==> config.mk <==
export PLATFORM = sky130hd
export DESIGN_NAME = phy_vendor_mode_irq_regs
export DESIGN_NICKNAME = d
export VERILOG_FILES = /design/src/phy_regs_pkg.sv /design/src/smi_regs_if.sv /design/src/phy_vendor_mode_irq_regs.sv /design/src/smi_frame_engine.sv
export VERILOG_INCLUDE_DIRS = /design/src
export SDC_FILE = /design/constraint.sdc
export NUM_CORES = 1
export LEC_CHECK = 0
export ABC_AREA = 1
export BUFFER_PORTS_ARGS = -buffer_cell sky130_fd_sc_hd__clkbuf_2
export CAP_MARGIN = 20
export CORE_MARGIN = 2
export CORE_UTILIZATION = 40
export DETAILED_ROUTE_END_ITERATION = 8
export HOLD_SLACK_MARGIN = 0.08
export PLACE_DENSITY = 0.56
export SETUP_SLACK_MARGIN = 0.3
export SYNTH_ARGS = -nofsm -noshare
export SYNTH_HDL_FRONTEND = slang
export SYNTH_HIERARCHICAL = 1
export SYNTH_SLANG_ARGS = --single-unit
export TNS_END_PERCENT = 5
==> constraint.sdc <==
create_clock -name mclk -period 2.35 [get_ports mclk]
set_input_delay 0.47 -clock mclk [delete_from_list [all_inputs] [get_ports mclk]]
set_output_delay 0.47 -clock mclk [all_outputs]
set_load 0.02 [all_outputs]
==> src/phy_regs_consts.svh <==
// Purpose: Offsets, field positions, reset values and timing figures
// Assumes: 5-bit management register index, 16-bit registers
// Notes:   Definitions only
`ifndef PHY_REGS_CONSTS_SVH
`define PHY_REGS_CONSTS_SVH
// ****************************************************************
// Register indices
// ****************************************************************
`define REG_MODE_ADDR  5'h12
`define REG_PLL_POL    5'h1B
`define REG_IRQ_SRC    5'h1D
`define REG_IRQ_MASK   5'h1E
`define REG_LINK_STAT  5'h1F
// ****************************************************************
// Fields and reset values
// ****************************************************************
`define MODE_MSB       7
`define MODE_LSB       5
`define ADDR_MSB       4
`define PLL_BIT        10
`define POL_BIT        4
`define FIXED_MSB      3
`define AUTODONE_BIT   12
`define RSV_MSB        11
`define RSV_LSB        5
`define SPD_MSB        4
`define SPD_LSB        2
`define ENERGY_FLAG    7
`define ADDR_RST       5'h01
`define MODE_RST       3'h7
`define CSR_FIXED      4'hB
`define RSV_RST        7'h02
// ****************************************************************
// Mode codes
// ****************************************************************
`define MODE_10HD      3'h0
`define MODE_10FD      3'h1
`define MODE_100HD     3'h2
`define MODE_100FD     3'h3
`define MODE_AN_100HD  3'h4
`define MODE_REPEATER  3'h5
`define MODE_ALL       3'h7
// ****************************************************************
// Frame and timing
// ****************************************************************
`define PRE_ONES       6'h20
`define HDR_LAST       6'h0C
`define WR_LAST        6'h11
`define RD_BITS        6'h10
`define OP_RD          2'h2
`define OP_WR          2'h1
`define ENERGY_MS      256
`define CLK_MHZ        100
`endif

==> src/phy_regs_pkg.sv <==
// Purpose: Types shared by the management frame engine and registers
// Assumes: Nothing
// Notes:   Constants live in phy_regs_consts.svh
package phy_regs_pkg;
  typedef enum logic [2:0] {
    SMI_PRE  = 3'h0,
    SMI_HDR  = 3'h1,
    SMI_TA   = 3'h2,
    SMI_RD   = 3'h3,
    SMI_WR   = 3'h4
  } smi_state_t;

  typedef struct packed {
    logic        mdc_s1;
    logic        mdc_s2;
    logic        mdc_d;
    logic        io_s1;
    logic        io_s2;
    smi_state_t  state;
    logic [5:0]  cnt;
    logic [15:0] sh;
    logic        match;
    logic [4:0]  addr;
    logic        out;
    logic        oe_n;
    logic        rd;
    logic        wr;
  } smi_st_t;

  typedef struct packed {
    logic [2:0]  mode;
    logic [4:0]  addr;
    logic        pll;
    logic [7:0]  mask;
    logic [7:0]  flags;
    logic [6:0]  rsv;
    logic        energy;
    logic [31:0] ecnt;
    logic [15:0] rdata;
    logic        irq;
    logic [3:0]  ctl;
    logic [3:0]  adv;
    logic        crs_tx;
    logic        rep;
  } regs_st_t;
endpackage : phy_regs_pkg

==> src/smi_regs_if.sv <==
// Purpose: Register request path from frame engine to register bank
// Assumes: Single clock mclk
// Notes:   rd and wr are one-cycle pulses
`timescale 1ns/1ps
interface smi_regs_if;
  logic        rd;
  logic        wr;
  logic [4:0]  addr;
  logic [15:0] wdata;
  logic [15:0] rdata;
  logic [4:0]  station;
  modport engine (output rd, wr, addr, wdata, input rdata, station);
  modport regs   (input rd, wr, addr, wdata, output rdata, station);
endinterface : smi_regs_if

==> src/phy_vendor_mode_irq_regs.sv <==
// Purpose: Vendor mode, PLL/polarity, interrupt and link status regs
// Assumes: Events and status inputs come from logic on mclk
// Notes:   Reached over the serial management pins only
`timescale 1ns/1ps
`include "phy_regs_consts.svh"
module phy_vendor_mode_irq_regs
  import phy_regs_pkg::*;
#(
  parameter logic [2:0]  MODE_DEFAULT   = `MODE_RST,
  parameter logic [31:0] ENERGY_CYCLES  = `ENERGY_MS * 1000 * `CLK_MHZ
)
(
  input  wire logic       mclk,
  input  wire logic       rst_n,
  input  wire logic       soft_reset,
  input  wire logic       mdc,
  input  wire logic       mdio_in,
  output logic            mdio_out,
  output logic            mdio_oe_n,
  input  wire logic       line_energy_seen,
  input  wire logic [6:1] irq_events,
  input  wire logic       rx_polarity_reversed,
  input  wire logic       autoneg_done,
  input  wire logic [2:0] resolved_speed_duplex,
  output logic            phy_irq,
  output logic [3:0]      ctl_defaults,
  output logic [3:0]      adv_defaults,
  output logic            crs_on_tx,
  output logic            repeater_mode,
  output logic            rx_pll_ref_lock,
  output logic            line_energy_present
);
  regs_st_t    st;
  regs_st_t    next_st;
  smi_regs_if  bus ();
  logic        rd_flags;
  logic [7:0]  set_flags;
  logic [15:0] rd_word;

  // ****************************************************************
  // Serial management frames
  // ****************************************************************
  smi_frame_engine u_engine (
    .mclk      (mclk),
    .rst_n     (rst_n),
    .mdc       (mdc),
    .mdio_in   (mdio_in),
    .mdio_out  (mdio_out),
    .mdio_oe_n (mdio_oe_n),
    .bus       (bus.engine)
  );

  // engine compares frames against the stored address
  assign bus.station = st.addr;
  assign bus.rdata   = st.rdata;

  // ****************************************************************
  // Read data
  // ****************************************************************
  // Unlisted indices and unused bits read as zero; the status reserved field reads back as stored
  always_comb
  begin
    rd_word = 16'h0000;
    case (bus.addr)
      `REG_MODE_ADDR:
      begin
        rd_word[`MODE_MSB:`MODE_LSB] = st.mode;
        rd_word[`ADDR_MSB:0]         = st.addr;
      end
      `REG_PLL_POL:
      begin
        rd_word[`PLL_BIT] = st.pll;
        rd_word[`POL_BIT] = rx_polarity_reversed;
        // fixed pattern, writes never reach it
        rd_word[`FIXED_MSB:0] = `CSR_FIXED;
      end
      `REG_IRQ_SRC:
        rd_word[7:0] = st.flags;
      `REG_IRQ_MASK:
        rd_word[7:0] = st.mask;
      `REG_LINK_STAT:
      begin
        rd_word[`AUTODONE_BIT] = autoneg_done;
        rd_word[`RSV_MSB:`RSV_LSB] = st.rsv;
        rd_word[`SPD_MSB:`SPD_LSB] = resolved_speed_duplex;
      end
      default:
        rd_word = 16'h0000;
    endcase
  end

  // ****************************************************************
  // Register state
  // ****************************************************************
  assign rd_flags = bus.rd && bus.addr == `REG_IRQ_SRC;

  // energy flag on a rise of the energy indication
  // flags 6:1 straight from the PHY event pulses, flag 0 always zero
  // Energy rise taken from the input so no loop runs through next_st
  assign set_flags = {line_energy_seen & ~st.energy, irq_events, 1'b0};

  // All state updates
  always_comb
  begin
    next_st = st;
    if (bus.rd)
      next_st.rdata = rd_word;
    // clear on read, but a new event in that cycle wins
    if (rd_flags)
      next_st.flags = 8'h00;
    if (bus.wr)
    begin
      case (bus.addr)
        `REG_MODE_ADDR:
        begin
          next_st.mode = bus.wdata[`MODE_MSB:`MODE_LSB];
          next_st.addr = bus.wdata[`ADDR_MSB:0];
        end
        `REG_PLL_POL:
          next_st.pll = bus.wdata[`PLL_BIT];
        `REG_IRQ_MASK:
          next_st.mask = bus.wdata[7:0];
        `REG_LINK_STAT:
          // kept as written, expected to be 0000010
          next_st.rsv = bus.wdata[`RSV_MSB:`RSV_LSB];
        default:
          next_st.rsv = next_st.rsv;
      endcase
    end
    // soft reset spares mode, address and PLL override
    if (soft_reset)
    begin
      next_st.mask  = 8'h00;
      next_st.flags = 8'h00;
      next_st.rsv   = `RSV_RST;
    end
    // quiet-line timeout, untouched by soft reset
    if (line_energy_seen)
    begin
      next_st.energy = 1'b1;
      next_st.ecnt   = 32'h0000_0000;
    end
    else if (st.energy)
    begin
      next_st.ecnt = st.ecnt + 32'h0000_0001;
      if (st.ecnt >= ENERGY_CYCLES - 32'h0000_0001)
      begin
        next_st.energy = 1'b0;
        next_st.ecnt   = 32'h0000_0000;
      end
    end
    next_st.flags = next_st.flags | set_flags;
    next_st.irq = |(next_st.flags & next_st.mask);
    next_st.crs_tx = 1'b0;
    next_st.rep    = 1'b0;
    next_st.adv    = 4'h0;
    case (next_st.mode)
      `MODE_10HD:
      begin
        next_st.ctl    = 4'h0;
        next_st.crs_tx = 1'b1;
      end
      `MODE_10FD:
        next_st.ctl = 4'h1;
      `MODE_100HD:
      begin
        next_st.ctl    = 4'h8;
        next_st.crs_tx = 1'b1;
      end
      `MODE_100FD:
        next_st.ctl = 4'h9;
      `MODE_AN_100HD:
      begin
        next_st.ctl    = 4'hC;
        next_st.adv    = 4'h4;
        next_st.crs_tx = 1'b1;
      end
      `MODE_REPEATER:
      begin
        next_st.ctl = 4'hC;
        next_st.adv = 4'h4;
        next_st.rep = 1'b1;
      end
      `MODE_ALL:
      begin
        next_st.ctl = 4'hD;
        next_st.adv = 4'hF;
      end
      default:
        next_st.ctl = 4'h0;
    endcase
  end

  // State register; only hardware reset reloads soft-reset-exempt fields
  always_ff @(posedge mclk)
  begin
    if (!rst_n)
    begin
      st        <= '0;
      st.mode   <= MODE_DEFAULT;
      st.addr   <= `ADDR_RST;
      st.rsv    <= `RSV_RST;
      st.energy <= 1'b1;
    end
    else
      st <= next_st;
  end

  // ****************************************************************
  // Outputs
  // ****************************************************************
  // PLL held on reference while the override is set
  assign rx_pll_ref_lock     = st.pll;
  assign phy_irq             = st.irq;
  assign ctl_defaults        = st.ctl;
  assign adv_defaults        = st.adv;
  assign crs_on_tx           = st.crs_tx;
  assign repeater_mode       = st.rep;
  assign line_energy_present = st.energy;
endmodule : phy_vendor_mode_irq_regs

==> src/smi_frame_engine.sv <==
// Purpose: Serial management frame slave (preamble, header, data)
// Assumes: mdc far slower than mclk; pins synchronised here
// Notes:   Drives data after each synchronised mdc rising edge
`timescale 1ns/1ps
`include "phy_regs_consts.svh"
module smi_frame_engine
  import phy_regs_pkg::*;
(
  input  wire logic mclk,
  input  wire logic rst_n,
  input  wire logic mdc,
  input  wire logic mdio_in,
  output logic      mdio_out,
  output logic      mdio_oe_n,
  smi_regs_if.engine bus
);
  smi_st_t st;
  smi_st_t next_st;
  logic    rise;
  logic    bit_in;

  // Edge seen only on the second synchroniser stage
  assign rise   = st.mdc_s2 & ~st.mdc_d;
  assign bit_in = st.io_s2;

  // Frame decode
  always_comb
  begin
    next_st        = st;
    next_st.mdc_s1 = mdc;
    next_st.mdc_s2 = st.mdc_s1;
    next_st.mdc_d  = st.mdc_s2;
    next_st.io_s1  = mdio_in;
    next_st.io_s2  = st.io_s1;
    next_st.rd     = 1'b0;
    next_st.wr     = 1'b0;
    if (rise)
    begin
      case (st.state)
        SMI_PRE:
        begin
          // Any zero before a full preamble restarts the count
          if (bit_in)
            next_st.cnt = (st.cnt == `PRE_ONES) ? st.cnt : st.cnt + 6'h01;
          else if (st.cnt == `PRE_ONES)
          begin
            next_st.state = SMI_HDR;
            next_st.cnt   = 6'h00;
          end
          else
            next_st.cnt = 6'h00;
        end
        SMI_HDR:
        begin
          next_st.sh  = {st.sh[14:0], bit_in};
          next_st.cnt = st.cnt + 6'h01;
          if (st.cnt == `HDR_LAST)
          begin
            next_st.cnt   = 6'h00;
            next_st.addr  = next_st.sh[4:0];
            // answer only our own station address
            next_st.match = (next_st.sh[9:5] == bus.station);
            next_st.state = SMI_PRE;
            if (next_st.sh[12] && next_st.sh[11:10] == `OP_RD
                && next_st.match)
            begin
              next_st.rd    = 1'b1;
              next_st.state = SMI_TA;
            end
            else if (next_st.sh[12] && next_st.sh[11:10] == `OP_WR)
              next_st.state = SMI_WR;
          end
        end
        SMI_TA:
        begin
          next_st.oe_n  = 1'b0;
          next_st.out   = 1'b0;
          next_st.sh    = bus.rdata;
          next_st.state = SMI_RD;
        end
        SMI_RD:
        begin
          if (st.cnt == `RD_BITS)
          begin
            next_st.oe_n  = 1'b1;
            next_st.cnt   = 6'h00;
            next_st.state = SMI_PRE;
          end
          else
          begin
            next_st.out = st.sh[15];
            next_st.sh  = {st.sh[14:0], 1'b0};
            next_st.cnt = st.cnt + 6'h01;
          end
        end
        SMI_WR:
        begin
          // Two turnaround bits then sixteen data bits
          next_st.sh  = {st.sh[14:0], bit_in};
          next_st.cnt = st.cnt + 6'h01;
          if (st.cnt == `WR_LAST)
          begin
            next_st.wr    = st.match;
            next_st.cnt   = 6'h00;
            next_st.state = SMI_PRE;
          end
        end
        default:
          next_st.state = SMI_PRE;
      endcase
    end
  end

  // State register
  always_ff @(posedge mclk)
  begin
    if (!rst_n)
    begin
      st       <= '0;
      st.oe_n  <= 1'b1;
      st.state <= SMI_PRE;
    end
    else
      st <= next_st;
  end

  assign mdio_out  = st.out;
  assign mdio_oe_n = st.oe_n;
  assign bus.rd    = st.rd;
  assign bus.wr    = st.wr;
  assign bus.addr  = st.addr;
  assign bus.wdata = st.sh;
endmodule : smi_frame_engine

======== Word level (Yosys, flattened, before mapping) ========
Index checks and enable logic that the tools add are counted.
operators by class
  $add $sub $neg .......................... 2
  magnitude comparators ................... 1
  equality and inequality tests ........... 29
  muxes and demuxes ....................... 38
  bitwise gates (word level) .............. 7
  reductions and logical operators ........ 26
operator list
  cell                                                                                    number
  33-bit two-way mux                                                                      2
  16-bit one-hot mux with 3 select lines                                                  1
  32-bit by 1-bit adder with 32-bit output (second input constant)                        1
  32-bit by 25-bit greater-or-equal comparator with 1-bit output (second input constant)  1
  3-bit one-hot mux with 5 select lines                                                   2
  5-bit equality test (second input constant)                                             5
  8-bit two-way mux                                                                       3
  6-bit one-hot mux with 4 select lines                                                   1
  23-bit two-way mux                                                                      1
  4-bit one-hot mux with 5 select lines                                                   1
  6-bit two-way mux                                                                       3
  9-bit two-way mux                                                                       2
  17-bit two-way mux                                                                      1
  16-bit two-way mux                                                                      1
  3-bit two-way mux                                                                       5
  3-bit AND reduction                                                                     5
  7-bit two-way mux                                                                       2
  3-bit by 2-bit equality test with 1-bit output (second input constant)                  4
  3-bit equality test (second input constant)                                             4
  6-bit by 5-bit equality test with 1-bit output (second input constant)                  2
  3-bit one-hot mux with 4 select lines                                                   1
  8-bit bitwise AND                                                                       1
  2-bit by 1-bit inequality test with 1-bit output (second input constant)                4
  8-bit OR                                                                                1
  28 further kinds                                                                        49
storage, ports and cells
  register bits after elaboration ......... 129
  logic and storage cells ................. 131

======== Depth between registers and ports, before layout ========
  word-level depth ........................ 7
  depth in mapped cells ................... 12
  depth with buffers taken out ............ 12

======== Cells and area by module ========
Netlist, hierarchy kept.
modules (own cells, without submodules)
  module                    instances  cells each  area each (µm²)
  phy_vendor_mode_irq_regs  1          617         4251.6
  smi_frame_engine          1          322         2210.9

======== Least setup slack after synthesis ========
No wires, ideal clock.
  path type ............................... reg2reg
  from .................................... register st[27] (netlist name)
  to ...................................... register st[38] (netlist name)
  setup time .............................. 0.132 ns
  arrival time ............................ 1.498 ns
  data required time ...................... 2.218 ns
  slack ................................... 0.720 ns
  cell stages (with the launch flop) ...... 10
  clock period less this slack ............ 1.630 ns
  cell sequence ........................... dfxtp_1 -> ha_1 -> nand2_2 -> nor2_4 -> nand2_2 -> o21ai_2 -> nand3_4 -> buf_6 -> nand3_1 -> a21oi_1
between the ends
  cells in the longest elaborated chain, start to end .. 2
  elaborated cells on any way between the ends .. 3
RTL lines
  element                                                                                                                            RTL line                                                          text
  start: declaration                                                                                                                 phy_vendor_mode_irq_regs.sv:33                                    regs_st_t st;
  start signal: assignment                                                                                                           phy_vendor_mode_irq_regs.sv:206                                   st <= next_st;
  32-bit by 1-bit adder with 32-bit output / 32-bit by 25-bit greater-or-equal comparator with 1-bit output (equally long branches)  phy_vendor_mode_irq_regs.sv:145, phy_vendor_mode_irq_regs.sv:146
  33-bit two-way mux *                                                                                                               phy_vendor_mode_irq_regs.sv:146                                   if (st.ecnt >= ENERGY_CYCLES - 32'h0000_0001)
Mark *: on every way between the ends. The rest lies on a longest branch, timed or not.
A chain may end at the register's enable or synchronous reset.

======== Final worst setup path ========
  from .................................... register st[28] (netlist name)
  to ...................................... register st[50] (netlist name)
The elaborated chain is that of the path after synthesis.

==> impl_metrics.xml <==
<?xml version="1.0" encoding="UTF-8"?>
<metrics>
  <group name="route">
    <metric name="drt-initial-drc-count" unit="">354</metric>
    <metric name="post_drt_via_cell_ratio" unit="">4.83</metric>
    <metric name="routed_wl" unit="mm">15.7</metric>
    <metric name="wire_length_per_cell_after_detailed_routing" unit="um">13.3</metric>
    <metric name="drc" unit="">0</metric>
    <metric name="antenna_violating_nets_post_route" unit="">0</metric>
    <metric name="detailedRoute.firstPassIterationCount" unit="">5</metric>
    <metric name="num_vias" unit="">5699</metric>
  </group>
  <group name="timing">
    <metric name="maxSlewViolCount" unit="">0</metric>
    <metric name="finalSetupViolations" unit="">0</metric>
    <metric name="timing.max_slew.rel_slack" unit="%">62.8</metric>
    <metric name="worstMarginPinSlew" unit="ns">0.556</metric>
    <metric name="achievable-frequency" unit="MHz">535</metric>
    <metric name="final.setup_skew" unit="ns">0.00750</metric>
    <metric name="finalCritPeriodShare" unit="%">79.5</metric>
    <metric name="period_needed" unit="ns">1.87</metric>
    <metric name="totalNegativeSetupSlack" unit="ns">0</metric>
    <metric name="hold_viol" unit="">0</metric>
    <metric name="rsz0062_at_grt" unit="">false</metric>
  </group>
  <group name="grt">
    <metric name="grt_start_max_net_pins" unit="">39</metric>
    <metric name="global_route_wire_length_before_repair" unit="mm">25.6</metric>
    <metric name="grt_antenna_before_repair" unit="">0</metric>
    <metric name="grt-ovfl-total" unit="">0</metric>
    <metric name="gr-usage-all-layers" unit="%">19.2</metric>
    <metric name="number_of_global_route_vias_before_repair" unit="">5133</metric>
  </group>
  <group name="cts">
    <metric name="cts_root_buf" unit="">sky130_fd_sc_hd__clkbuf_16</metric>
    <metric name="cts_made_buffers" unit="">17</metric>
    <metric name="clock-sinks" unit="">125</metric>
    <metric name="number_of_h_tree_branching_levels" unit="">4</metric>
    <metric name="hold_buffers" unit="">0</metric>
    <metric name="clkLatencyLatePin" unit="ns">0.43</metric>
    <metric name="cts_tree" unit="">yes</metric>
    <metric name="maximum_clock_insertion_buffer_count" unit="">2</metric>
    <metric name="clkSlewWorstSetupHoldPaths" unit="ns">0.06</metric>
  </group>
  <group name="place">
    <metric name="detailed_place_hpwl" unit="mm">11.2</metric>
    <metric name="gp_congestion" unit="">0.851</metric>
    <metric name="io_buffers" unit="">30</metric>
    <metric name="placed_cells" unit="">1142</metric>
  </group>
  <group name="hold_path">
    <metric name="min_path_type" unit="">in2reg</metric>
    <metric name="timing.hold.worst_endpoint" unit="">u_engine/next_st[35]$_SDFF_PN0_</metric>
    <metric name="hold_crit_start" unit="">mdio_in</metric>
    <metric name="whs_path_depth" unit="">3</metric>
  </group>
  <group name="floorplanning">
    <metric name="dieHeight" unit="um">131</metric>
    <metric name="fp-row-count" unit="">46</metric>
    <metric name="io_pins" unit="">32</metric>
    <metric name="dieWidth" unit="um">131</metric>
    <metric name="initial_core_util" unit="%">40.6</metric>
    <metric name="design.core.area" unit="um^2">15800</metric>
    <metric name="floorplan.die_area" unit="um^2">17100</metric>
  </group>
  <group name="run">
    <metric name="drv.max_cap_violation_count" unit="">0</metric>
  </group>
  <group name="layout">
    <metric name="post_route_cells_drive_above_1_share" unit="%">13.5</metric>
    <metric name="final_net_count" unit="">973</metric>
    <metric name="n_antenna_cell" unit="">0</metric>
    <metric name="post_layout_nonfiller_instances" unit="">1181</metric>
    <metric name="final_util" unit="%">45.6</metric>
    <metric name="syn2layout_area_growth" unit="%">12.3</metric>
    <metric name="fillerInstances" unit="">1667</metric>
  </group>
  <group name="pwr">
    <metric name="power_leakage" unit="uW">0.00297</metric>
    <metric name="p_per_area" unit="nW/um^2">669</metric>
    <metric name="irDropWorstVdd" unit="mV">0.508</metric>
  </group>
  <group name="setup_path">
    <metric name="worst-r2r-cell-count" unit="">10</metric>
    <metric name="rr_endpoint" unit="">st[50]$_SDFFE_PP0P_</metric>
    <metric name="crit-reg2reg-launch" unit="">st[28]$_SDFFE_PP0P_</metric>
    <metric name="cp-end-kind" unit="">register</metric>
    <metric name="critPathKind" unit="">reg2reg</metric>
    <metric name="worst_ep_arrival_time" unit="ns">2.18</metric>
    <metric name="critical_path.startpoint" unit="">st[28]$_SDFFE_PP0P_</metric>
    <metric name="crit_fanout" unit="">14</metric>
    <metric name="reg2reg_setup_slack" unit="ns">0.48</metric>
    <metric name="setup.worst_path.start_class" unit="">register</metric>
    <metric name="worstPathRequired" unit="ns">2.66</metric>
  </group>
  <group name="logic_synthesis">
    <metric name="synthesis.area_per_instance" unit="um^2">6.88</metric>
    <metric name="syn-cell-area" unit="um^2">6430</metric>
    <metric name="postSynthCellCount" unit="">935</metric>
    <metric name="synthesis.yosys.warnings" unit="">6</metric>
  </group>
  <group name="status">
    <metric name="outcome" unit="">finished clean</metric>
  </group>
</metrics>
[through the flow]
step	cell area (um^2)	setup slack, ns	hold slack, ns	total power, uW
2_1_floorplan	6440	0.720	0.390	2290
3_3_place_gp	6590	0.446	0.402	2330
3_5_place_dp	6590	0.377	0.404	2330
4_1_cts	7170	0.359	0.221	4880
5_1_grt	7220	0.293	0.236	5010
6_report	7220	0.481	0.227	4830
[worst max path at each step]
| stage | endpoint | cells past startpoint |
|---|---|---|
| floorplan | st[38]$_SDFFE_PP0P_ | 9 |
| finish | st[50]$_SDFFE_PP0P_ | 10 |
| global route | st[45]$_SDFFE_PP0P_ | 10 |
| detailed placement | st[50]$_SDFFE_PP0P_ | 10 |
| global placement | st[45]$_SDFFE_PP0P_ | 10 |
| CTS | st[50]$_SDFFE_PP0P_ | 10 |
[timing repair]
action	CTS	global route
resized for setup	0	1
endpoints found under the setup margin	0	6
setup buffers	0	7
[critical path, cell delays in order (launching register included)]
cell and delay [ns]:
sky130_fd_sc_hd__dfxtp_1 0.40, sky130_fd_sc_hd__ha_2 0.27, sky130_fd_sc_hd__nand2_2 0.08, sky130_fd_sc_hd__nor2_4 0.13, sky130_fd_sc_hd__nand2_2 0.10, sky130_fd_sc_hd__o21ai_2 0.19
sky130_fd_sc_hd__nand3_4 0.20, sky130_fd_sc_hd__nand2_4 0.18, sky130_fd_sc_hd__nor2_1 0.05, sky130_fd_sc_hd__nor2_1 0.09, sky130_fd_sc_hd__nor2_1 0.04
[per-layer routing]
metal / share of wire, % / GRT usage [%]
met1: 52 / 27.3
met2: 43 / 28.9
met3: 4.1 / 4.85
met4: 1.1 / 5.69
met5: 0 / 0
[sequential cells by signal, indices dropped and copies added, names as in the netlist]
register             count
line_energy_present      1
adv_defaults             1
rx_pll_ref_lock          1
ctl_defaults             3
bus.station              5
u_engine/st             11
st                      58
bus.rdata               13
u_engine/mdio_oe_n       1
repeater_mode            1
u_engine/next_st         3
u_engine/bus.rd          1
u_engine/bus.addr        5
u_engine/mdio_out        1
u_engine/bit_in          1
u_engine/bus.wdata      16
phy_irq                  1
crs_on_tx                1
u_engine/bus.wr          1
[report_power, final]
part | switching (uW) | total, uW | internal (uW) | leakage (uW)
logic | 91.5 | 133 | 41.4 | 0.00169
clock network | 1060 | 2560 | 1500 | 0.000267
registers | 9.80 | 2150 | 2140 | 0.00101
total | 1160 | 4830 | 3680 | 0.00297
[cell usage in the layout, fill, tap and decap left out, types with 5 or more instances in the layout]
master,n
sky130_fd_sc_hd__nand2_1,194
sky130_fd_sc_hd__nor2_1,162
sky130_fd_sc_hd__dfxtp_1,125
sky130_fd_sc_hd__inv_1,101
sky130_fd_sc_hd__a21oi_1,56
sky130_fd_sc_hd__nand3_1,55
sky130_fd_sc_hd__o21ai_0,53
sky130_fd_sc_hd__clkbuf_2,30
sky130_fd_sc_hd__buf_4,21
sky130_fd_sc_hd__xor2_1,19
sky130_fd_sc_hd__nand4_1,17
sky130_fd_sc_hd__clkbuf_16,17
sky130_fd_sc_hd__nor3_1,13
sky130_fd_sc_hd__nand3_2,10
sky130_fd_sc_hd__nand2_2,8
sky130_fd_sc_hd__nor2_2,7
sky130_fd_sc_hd__xnor2_1,6
sky130_fd_sc_hd__inv_2,6
sky130_fd_sc_hd__o22ai_1,5
sky130_fd_sc_hd__clkinvlp_4,5
[area by class of cell]
type                       instances  area, um^2  area share [%]
inverter                         108         405            5.61
tap                              216         270            3.74
sequential                       125        2500            34.6
multi-input combinational        649        3160            43.8
clock buffer                      18         439            6.08
clock inverter                    14         136            1.89
timing repair buffer              51         308            4.26
(Power assumes the default switching activity.)
